File: src/fmo_pkg.sv
package fmo_pkg;

  // Register offsets (word index on the plain register port)
  localparam logic [3:0] OFS_SPEED_REF   = 4'h0;
  localparam logic [3:0] OFS_CONFIG      = 4'h1;
  localparam logic [3:0] OFS_PID_SP      = 4'h2;
  localparam logic [3:0] OFS_AUTORESET   = 4'h3;
  localparam logic [3:0] OFS_NORMAL_AR   = 4'h4;
  localparam logic [3:0] OFS_STATUS      = 4'h5;
  localparam logic [3:0] OFS_OPSTATE     = 4'h6;
  localparam logic [3:0] OFS_LOG         = 4'h7;
  localparam logic [3:0] OFS_CONTROL     = 4'h8;

  // Reset values and speed reference limit
  localparam logic [15:0] RST_SPEED_REF  = 16'h0000;
  localparam logic [15:0] RST_CONFIG     = 16'h0000;
  localparam logic [15:0] RST_PID_SP     = 16'h0000;
  localparam logic [15:0] RST_AUTORESET  = 16'h0000;
  localparam logic [15:0] RST_NORMAL_AR  = 16'h0000;
  localparam logic [15:0] SPEED_REF_MAX  = 16'h4650;

  // Fire-mode configuration codes
  localparam logic [2:0] CFG_DISABLED  = 3'h0;
  localparam logic [2:0] CFG_KEEP      = 3'h1;
  localparam logic [2:0] CFG_SPEED     = 3'h2;
  localparam logic [2:0] CFG_PID       = 3'h3;
  localparam logic [2:0] CFG_COAST     = 3'h4;

  // Operating-state indication codes
  localparam logic [3:0] OPST_NORMAL   = 4'h0;
  localparam logic [3:0] OPST_FIRE     = 4'h1;

  // Status field positions
  localparam int STAT_FIRE     = 0;
  localparam int STAT_ALARM    = 1;
  localparam int STAT_SECOND   = 2;
  localparam int STAT_OUTEN    = 3;
  localparam int STAT_FAULT    = 4;

  // Control field positions
  localparam int CTRL_ESC      = 0;
  localparam int CTRL_FLTRST   = 1;
  localparam int CTRL_LOGCLR   = 2;

  // Critical fault indices
  localparam int FLT_DCOV      = 0;
  localparam int FLT_OVCUR     = 1;
  localparam int FLT_SAFESTOP  = 2;
  localparam int FLT_CRIT_N    = 3;

  // Timing
  localparam int CLK_HZ        = 100_000_000;
  localparam int AUTORESET_MS  = 1000;
  localparam int AUTORESET_CYC = CLK_HZ / 1000 * AUTORESET_MS;

  typedef struct packed {
    logic       alarm;
    logic       alarm_secondary;
    logic [3:0] op_state;
  } fmo_display_s;

  typedef struct packed {
    logic [15:0] speed_ref;
    logic [15:0] pid_sp;
    logic        speed_sel;
    logic        pid_sel;
  } fmo_ref_s;

endpackage

File: src/fmo_sync.sv
`timescale 1ns/1ps
`default_nettype none

module fmo_sync #(
  parameter int WIDTH = 1
) (
  // Clock and reset
  input  wire logic             clk_sys_in,
  input  wire logic             rst_in,
  // Asynchronous levels and filtered result
  input  wire logic [WIDTH-1:0] async_in,
  input  wire logic [WIDTH-1:0] init_in,
  output logic      [WIDTH-1:0] level_out
);

  logic [WIDTH-1:0] s1_q;
  logic [WIDTH-1:0] s2_q;
  logic [WIDTH-1:0] s3_q;

  initial begin
    if (WIDTH < 1) $error("fmo_sync width must be positive");
  end

  always_ff @(posedge clk_sys_in) begin
    s1_q <= async_in;
    s2_q <= s1_q;
    s3_q <= s2_q;
  end

  // Change accepted only once two late stages agree
  genvar i;
  for (i = 0; i < WIDTH; i++) begin : g_bit
    always_ff @(posedge clk_sys_in) begin
      if (rst_in) begin
        level_out[i] <= init_in[i];
      end else if (s2_q[i] == s3_q[i]) begin
        level_out[i] <= s3_q[i];
      end
    end
  end

endmodule

`default_nettype wire

File: src/fmo_fire_mode.sv
// Behaviour
// - Enter fire mode while fire input is low and configuration enables it
// - On entry raise fire alarm and show fire in operating state
// - Escape moves alarm to secondary line, operating state unchanged
// - Fire digital output asserted throughout fire mode
// - In fire mode ignore stops and enable removal, except safety stop
// - In fire mode suppress ordinary protective faults
// - Overvoltage, overcurrent and safety-stop faults stay active, auto-resettable
// - Configuration two drives motor to fire speed reference, max 18000 rpm
// - Configuration zero keeps fire function inactive, input ignored
// - Configuration one alarms but keeps present reference and setpoint
// - Configuration three replaces PID setpoint with fire setpoint
// - Configuration four alarms and disables output, motor coasts
// - Persistent record kept once fire mode has operated
// - Unlimited auto-reset clears critical fault 1 s after detection
`timescale 1ns/1ps
`default_nettype none

module fmo_fire_mode #(
  parameter int AUTORESET_CYCLES = fmo_pkg::AUTORESET_CYC,
  parameter int NUM_FAULTS       = 8
) (
  // Clock and reset
  input  wire logic                  clk_sys_in,
  input  wire logic                  rst_in,
  // Register port
  input  wire logic [3:0]            reg_addr_in,
  input  wire logic [15:0]           reg_wdata_in,
  input  wire logic                  reg_wr_in,
  input  wire logic                  reg_rd_in,
  output logic      [15:0]           reg_rdata_out,
  // Pins
  input  wire logic                  fire_input_n_in,
  input  wire logic                  safety_stop_in,
  // Drive command inputs
  input  wire logic                  run_cmd_in,
  input  wire logic                  general_enable_in,
  input  wire logic [NUM_FAULTS-1:0] protect_fault_in,
  input  wire logic [2:0]            crit_fault_in,
  input  wire logic                  normal_fault_reset_in,
  input  wire logic [15:0]           speed_ref_in,
  input  wire logic [15:0]           pid_sp_in,
  // Drive outputs
  output logic                       fire_output_out,
  output logic                       output_enable_out,
  output logic                       fault_trip_out,
  output logic [15:0]                speed_ref_out,
  output logic [15:0]                pid_sp_out,
  output logic                       display_alarm_out,
  output logic                       display_secondary_out,
  output logic [3:0]                 operating_state_indication_out,
  output logic                       fire_logged_out
);

  localparam int CNT_W = $clog2(AUTORESET_CYCLES + 1);

  initial begin
    if (AUTORESET_CYCLES < 1) $error("fmo_fire_mode auto-reset count too small");
    if (NUM_FAULTS < 1) $error("fmo_fire_mode needs at least one fault");
  end

  typedef enum logic [1:0] {
    FMO_IDLE  = 2'b00,
    FMO_ENTER = 2'b01,
    FMO_FIRE  = 2'b11
  } fmo_state_e;

  // Registers
  logic [15:0]              fire_speed_reference_q;
  logic [15:0]              fire_mode_configuration_q;
  logic [15:0]              fire_pid_setpoint_q;
  logic [15:0]              fire_autoreset_configuration_q;
  logic [15:0]              normal_autoreset_setting_q;
  logic                     logged_q;
  logic                     secondary_q;
  fmo_state_e               state_q;
  fmo_state_e               state_d;
  logic [2:0]               crit_q;
  logic [CNT_W-1:0]         ar_cnt_q;
  logic                     fire_level;
  logic                     safety_level;
  logic                     in_fire;
  logic                     cfg_enabled;
  logic                     esc_pulse;
  logic                     fault_rst_pulse;
  logic                     log_clr_pulse;
  logic                     unlimited;
  logic                     any_protect;
  fmo_pkg::fmo_display_s    disp_d;
  fmo_pkg::fmo_ref_s        ref_d;

  // Pin inputs pass three stages; fire input idles high
  fmo_sync #(
    .WIDTH (2)
  ) u_sync (
    .clk_sys_in (clk_sys_in),
    .rst_in     (rst_in),
    .async_in   ({fire_input_n_in, safety_stop_in}),
    .init_in    (2'b10),
    .level_out  ({fire_level, safety_level})
  );

  assign cfg_enabled     = fire_mode_configuration_q[2:0] != fmo_pkg::CFG_DISABLED;
  assign in_fire         = (state_q == FMO_FIRE);
  assign unlimited       = fire_autoreset_configuration_q[0];
  assign any_protect     = |protect_fault_in;
  assign esc_pulse       = reg_wr_in && (reg_addr_in == fmo_pkg::OFS_CONTROL)
                           && reg_wdata_in[fmo_pkg::CTRL_ESC];
  assign fault_rst_pulse = reg_wr_in && (reg_addr_in == fmo_pkg::OFS_CONTROL)
                           && reg_wdata_in[fmo_pkg::CTRL_FLTRST];
  assign log_clr_pulse   = reg_wr_in && (reg_addr_in == fmo_pkg::OFS_CONTROL)
                           && reg_wdata_in[fmo_pkg::CTRL_LOGCLR];

  // Configuration registers
  always_ff @(posedge clk_sys_in) begin
    if (rst_in) begin
      fire_speed_reference_q         <= fmo_pkg::RST_SPEED_REF;
      fire_mode_configuration_q      <= fmo_pkg::RST_CONFIG;
      fire_pid_setpoint_q            <= fmo_pkg::RST_PID_SP;
      fire_autoreset_configuration_q <= fmo_pkg::RST_AUTORESET;
      normal_autoreset_setting_q     <= fmo_pkg::RST_NORMAL_AR;
    end else if (reg_wr_in) begin
      if (reg_addr_in == fmo_pkg::OFS_SPEED_REF) begin
        // Clamped to the top of the range
        fire_speed_reference_q <= (reg_wdata_in > fmo_pkg::SPEED_REF_MAX)
                                  ? fmo_pkg::SPEED_REF_MAX : reg_wdata_in;
      end else if (reg_addr_in == fmo_pkg::OFS_CONFIG) begin
        // Codes above four are refused
        if (reg_wdata_in <= 16'h0004) begin
          fire_mode_configuration_q <= reg_wdata_in;
        end
      end else if (reg_addr_in == fmo_pkg::OFS_PID_SP) begin
        fire_pid_setpoint_q <= reg_wdata_in;
      end else if (reg_addr_in == fmo_pkg::OFS_AUTORESET) begin
        fire_autoreset_configuration_q <= {15'h0000, reg_wdata_in[0]};
      end else if (reg_addr_in == fmo_pkg::OFS_NORMAL_AR) begin
        normal_autoreset_setting_q <= reg_wdata_in;
      end
    end
  end

  // Fire-mode state machine
  always_comb begin
    state_d = state_q;
    case (state_q)
      FMO_IDLE: begin
        if (!fire_level && cfg_enabled) begin
          state_d = FMO_ENTER;
        end
      end
      FMO_ENTER: begin
        state_d = FMO_FIRE;
      end
      FMO_FIRE: begin
        if (fire_level || !cfg_enabled) begin
          state_d = FMO_IDLE;
        end
      end
      default: begin
        state_d = FMO_IDLE;
      end
    endcase
  end

  always_ff @(posedge clk_sys_in) begin
    if (rst_in) begin
      state_q <= FMO_IDLE;
    end else begin
      state_q <= state_d;
    end
  end

  // Escape only moves the message; cleared on each new entry
  always_ff @(posedge clk_sys_in) begin
    if (rst_in) begin
      secondary_q <= 1'b0;
    end else if (state_q == FMO_ENTER || !in_fire) begin
      secondary_q <= 1'b0;
    end else if (esc_pulse) begin
      secondary_q <= 1'b1;
    end
  end

  // Record survives leaving fire mode; only software clears it, entry wins
  always_ff @(posedge clk_sys_in) begin
    if (rst_in) begin
      logged_q <= 1'b0;
    end else if (state_q == FMO_ENTER) begin
      logged_q <= 1'b1;
    end else if (log_clr_pulse) begin
      logged_q <= 1'b0;
    end
  end

  // Critical faults latch; timed reset in fire mode when unlimited
  always_ff @(posedge clk_sys_in) begin
    if (rst_in) begin
      crit_q   <= 3'b000;
      ar_cnt_q <= '0;
    end else begin
      if (|crit_q && in_fire && unlimited) begin
        if (ar_cnt_q == CNT_W'(AUTORESET_CYCLES - 1)) begin
          crit_q   <= crit_fault_in;
          ar_cnt_q <= '0;
        end else begin
          crit_q   <= crit_q | crit_fault_in;
          ar_cnt_q <= ar_cnt_q + 1'b1;
        end
      end else begin
        ar_cnt_q <= '0;
        // New fault beats a simultaneous manual reset
        if (fault_rst_pulse || (normal_fault_reset_in && !(in_fire && unlimited))) begin
          crit_q <= crit_fault_in;
        end else begin
          crit_q <= crit_q | crit_fault_in;
        end
      end
    end
  end

  // Display and operating state
  always_comb begin
    disp_d.alarm           = in_fire && !secondary_q;
    disp_d.alarm_secondary = in_fire && secondary_q;
    disp_d.op_state        = in_fire ? fmo_pkg::OPST_FIRE : fmo_pkg::OPST_NORMAL;
  end

  // References per configuration
  always_comb begin
    ref_d.speed_sel = in_fire && (fire_mode_configuration_q[2:0] == fmo_pkg::CFG_SPEED);
    ref_d.pid_sel   = in_fire && (fire_mode_configuration_q[2:0] == fmo_pkg::CFG_PID);
    ref_d.speed_ref = ref_d.speed_sel ? fire_speed_reference_q : speed_ref_in;
    ref_d.pid_sp    = ref_d.pid_sel ? fire_pid_setpoint_q : pid_sp_in;
  end

  // Registered drive outputs
  always_ff @(posedge clk_sys_in) begin
    if (rst_in) begin
      fire_output_out                <= 1'b0;
      output_enable_out              <= 1'b0;
      fault_trip_out                 <= 1'b0;
      speed_ref_out                  <= 16'h0000;
      pid_sp_out                     <= 16'h0000;
      display_alarm_out              <= 1'b0;
      display_secondary_out          <= 1'b0;
      operating_state_indication_out <= fmo_pkg::OPST_NORMAL;
      fire_logged_out                <= 1'b0;
    end else begin
      fire_output_out                <= in_fire;
      speed_ref_out                  <= ref_d.speed_ref;
      pid_sp_out                     <= ref_d.pid_sp;
      display_alarm_out              <= disp_d.alarm;
      display_secondary_out          <= disp_d.alarm_secondary;
      operating_state_indication_out <= disp_d.op_state;
      fire_logged_out                <= logged_q;
      if (in_fire) begin
        // Ordinary protection masked, critical kept
        fault_trip_out    <= |crit_q;
        output_enable_out <= !safety_level && !(|crit_q)
                             && (fire_mode_configuration_q[2:0] != fmo_pkg::CFG_COAST);
      end else begin
        fault_trip_out    <= any_protect || |crit_q;
        output_enable_out <= run_cmd_in && general_enable_in && !safety_level
                             && !any_protect && !(|crit_q);
      end
    end
  end

  // Read port, data one cycle after the strobe
  always_ff @(posedge clk_sys_in) begin
    if (rst_in) begin
      reg_rdata_out <= 16'h0000;
    end else if (reg_rd_in) begin
      if (reg_addr_in == fmo_pkg::OFS_SPEED_REF) begin
        reg_rdata_out <= fire_speed_reference_q;
      end else if (reg_addr_in == fmo_pkg::OFS_CONFIG) begin
        reg_rdata_out <= fire_mode_configuration_q;
      end else if (reg_addr_in == fmo_pkg::OFS_PID_SP) begin
        reg_rdata_out <= fire_pid_setpoint_q;
      end else if (reg_addr_in == fmo_pkg::OFS_AUTORESET) begin
        reg_rdata_out <= fire_autoreset_configuration_q;
      end else if (reg_addr_in == fmo_pkg::OFS_NORMAL_AR) begin
        reg_rdata_out <= normal_autoreset_setting_q;
      end else if (reg_addr_in == fmo_pkg::OFS_STATUS) begin
        reg_rdata_out <= {11'h000, |crit_q, output_enable_out, secondary_q,
                          in_fire && !secondary_q, in_fire};
      end else if (reg_addr_in == fmo_pkg::OFS_OPSTATE) begin
        reg_rdata_out <= {12'h000, disp_d.op_state};
      end else if (reg_addr_in == fmo_pkg::OFS_LOG) begin
        reg_rdata_out <= {15'h0000, logged_q};
      end else begin
        reg_rdata_out <= 16'h0000;
      end
    end else begin
      reg_rdata_out <= 16'h0000;
    end
  end

endmodule

`default_nettype wire

File: config.mk
export PLATFORM = sky130hd
export DESIGN_NAME = fmo_fire_mode
export DESIGN_NICKNAME = d
export VERILOG_FILES = /design/src/fmo_pkg.sv /design/src/fmo_sync.sv /design/src/fmo_fire_mode.sv
export SDC_FILE = /design/constraint.sdc
export NUM_CORES = 1
export LEC_CHECK = 0
export BUFFER_PORTS_ARGS = -buffer_cell sky130_fd_sc_hd__buf_2
export CORE_AREA = 2 2 121 123
export CTS_BUF_LIST = sky130_fd_sc_hd__clkbuf_2 sky130_fd_sc_hd__clkbuf_4 sky130_fd_sc_hd__clkbuf_8
export CTS_CLUSTER_SIZE = 30
export DETAILED_ROUTE_END_ITERATION = 8
export DIE_AREA = 0 0 123 125
export PLACE_DENSITY = 0.7
export SKIP_CTS_REPAIR_TIMING = 1
export SLEW_MARGIN = 30
export SYNTH_ARGS = -nofsm -noshare
export SYNTH_HDL_FRONTEND = slang
export SYNTH_SLANG_ARGS = --single-unit
File: constraint.sdc
create_clock -name clk_sys_in -period 4.1 [get_ports clk_sys_in]
set_clock_uncertainty 0.1 [all_clocks]
set_input_delay 0.205 -clock clk_sys_in [delete_from_list [all_inputs] [get_ports clk_sys_in]]
set_output_delay 0.205 -clock clk_sys_in [all_outputs]
set_load 0.1 [all_outputs]
==> reports/summary.txt <==
Tmin final -> 2.29 ns
Avg Cell Area, Syn -> 8.68 um2
Wire length per cell -> 15.9 um
Vias per inst -> 5.18
Slew @ Worst Pin -> 0.931 ns
Vias in the first global route -> 5,012
Antenna Nets Post-Route -> 0
TritonCTS clock tree -> yes
PD cells -> 387 nW/um2
Port buffer count -> 126
Drt drc -> 0
Share of power burned in the clock network -> 35.8%
DIE AREA -> 15,400 um2
Period utilisation layout -> 55.9%
Hold depth -> 3
CTS sink count -> 161
Deepest clock path buffer count -> 2
Critical path peak fanout -> 11
Yosys reg bits -> 161
Fin nets -> 970
TritonCTS buffer count -> 17
Total core area -> 14,200 um2
Switch share -> 29.1%
First-pass GRT wire length -> 26.3 mm
Dpl cell area -> 7090 um2
R2R setup slack -> 1.94 ns
GPL Wtd Cong -> 0.927
H-Tree Depth -> 4
YS warnings -> 0
Status -> finished, violations left
Initial drt markers -> 416
Hold Vio Cnt, Final -> 1
CP endpoint kind -> flip-flop
Rows -> 44
Final non-filler cell total -> 1,094
Fmax achieved -> 436 MHz
Gate power share -> 12.3%
Worst EP required -> 4.31 ns
Root buffer cell -> clkbuf_8
Pint -> 2.19 mW
CP arrival -> 2.50 ns
# setup viols final -> 0
Area delta synth->final -> 23.8%
Commonest non-fill, non-tap cell in the layout -> dfxtp_1
Part of the Yosys area used for sequential elements -> 50.0%
Mapped Area -> 6450 um2
WHS -> -0.0148 ns
Final instance area -> 7990 um2
Path depth of the worst reg2reg path -> 6
RSZ-0062 raised after global routing -> false
DIE WIDTH -> 123 um
Largest net degree at the start of global routing -> 60
Max transition margin -> 37.9%
HP Start -> reg_wdata_in[15]
Share of cells above drive strength 1 -> 21.0%
Die Ht -> 125 um
CP startpoint kind -> input pin
Clock transition at the registers of the reported paths -> 0.09 ns
Worst vdd ir -> 0.000318 V
GR Overflow Total -> 0
Sequential power share -> 52.0%
Max-cap violations -> 0
Diodes inserted -> 0
Synth unique cells -> 53
FFs w/ async S/R, synth -> 0%
Crit Path Class -> in2reg
Leakage power -> 3.25 nW
Worst skew pair latency -> 0.46 ns
Reg2reg start -> ar_cnt_q[0]
All-Layer GR Usage -> 22.1%
R2R Path End -> ar_cnt_q[24]
Initial Utilization -> 45.4%
Via count -> 5,662
Synth Flop Type -> dfxtp_1
Hold EP -> fire_pid_setpoint_q[15]
DR pass1 iterations -> 6
Setup TNS Final -> 0 ns
Inst Count DP -> 1,010
Post-synth EDFFs -> 0
Initial antenna violation count -> 0
HP Class -> in2reg
Max Slew Vio Count -> 0
Hpwl dp -> 11.9 mm
Fill cells -> 1,274
I/O pins -> 130
Sw power -> 900 uW
Failing checks -> hold timing
Syn Inst Count -> 743
DRT Wirelength -> 17.4 mm
Commonest cells after routing, fill and taps aside -> dfxtp_1 (161), nand2_1 (129), buf_2 (126)
## worst max-delay path by stage
stage | from | to | slack, ns | cells past startpoint
after CTS | ar_cnt_q[0] | ar_cnt_q[24] | 1.92 | 6
after detailed placement | reg_addr_in[1] | fire_mode_configuration_q[7] | 1.68 | 6
after global placement | reg_wdata_in[11] | fire_speed_reference_q[6] | 1.67 | 6
after global routing | reg_wdata_in[11] | fire_speed_reference_q[4] | 1.67 | 7
after floorplan | ar_cnt_q[17] | ar_cnt_q[10] | 2.27 | 6
final | reg_wdata_in[11] | fire_speed_reference_q[4] | 1.81 | 7
## cells in the mapped netlist (all sizes together) (13+ instances only)
master	count	share of area, %
nor2	106	6.9
nand3	19	1.5
mux2i	21	3.3
a21oi	67	5.2
and2	19	1.8
nand2	129	7.5
clkbuf	27	1.6
xor2	17	2.3
o21ai	23	1.8
nor3	13	1.1
buf	19	2.1
dfxtp	161	50
## flip-flops by register name (all words and copies together), names as in the netlist, 3 cells and up
register and flops:
ar_cnt_q 27, fire_mode_configuration_q 16, fire_pid_setpoint_q 16, fire_speed_reference_q 16
normal_autoreset_setting_q 16, pid_sp_out 16, reg_rdata_out 16, speed_ref_out 16
crit_q 3
## kinds of logic after synthesis
kind of cell,after synthesis,synth area share (%)
adder cells (fa/ha/maj),2,0.349
AO/OA/AOI/OAI,145,13.7
AND/OR/NAND/NOR,336,25.3
buffers and inverters,52,4.05
XOR/XNOR,25,3.39
other,1,0.0581
multiplexers,21,3.26
flip-flops,161,50.0
## critical path: stages
cell	delay (ns)
dlygate4sd3_1	0.54
buf_2	0.15
nor3_1	0.43
nand4_1	0.16
o21ai_1	0.66
or2_2	0.28
a211oi_1	0.08
## final cells by class
class | instances | area [um2] | area share [%]
repair buffers | 179 | 1160 | 14.5
clock inverters | 14 | 129 | 1.61
multi-input cells | 532 | 2980 | 37.3
clock buffers | 18 | 241 | 3.02
flip-flops and latches | 161 | 3220 | 40.4
well taps | 184 | 230 | 2.88
inverters | 6 | 22.5 | 0.282
## power by group through the flow
stage / Sequential (mW) / Combinational [mW] / Clock (mW)
after global placement: 1.64 / 0.334 / 0
final: 1.61 / 0.380 / 1.11
after CTS: 1.61 / 0.336 / 1.13
after floorplan: 1.78 / 0.107 / 0
after detailed placement: 1.64 / 0.335 / 0
after global routing: 1.61 / 0.401 / 1.19
## metal layers
metal / wire length, um / vias to the layer above / global-route usage, % / share of wire (%)
li1: - / 2838 / - / -
met1: 7920 / 2575 / 31.8 / 46
met2: 7840 / 219 / 32.0 / 45
met3: 1190 / 30 / 5.84 / 6.8
met4: 425 / 0 / 7.42 / 2.4
met5: 0 / - / 0 / 0
## through the flow
step                      power (mW)  setup slack (ns)  util [%]
after floorplan                 1.89              2.27         -
after global placement          1.98              1.67      49.9
after detailed placement        1.98              1.68      49.9
after CTS                       3.07              1.92      52.6
after global routing            3.21              1.67      56.2
final                           3.09              1.81      56.2
Power figures use the tool's default switching activity.
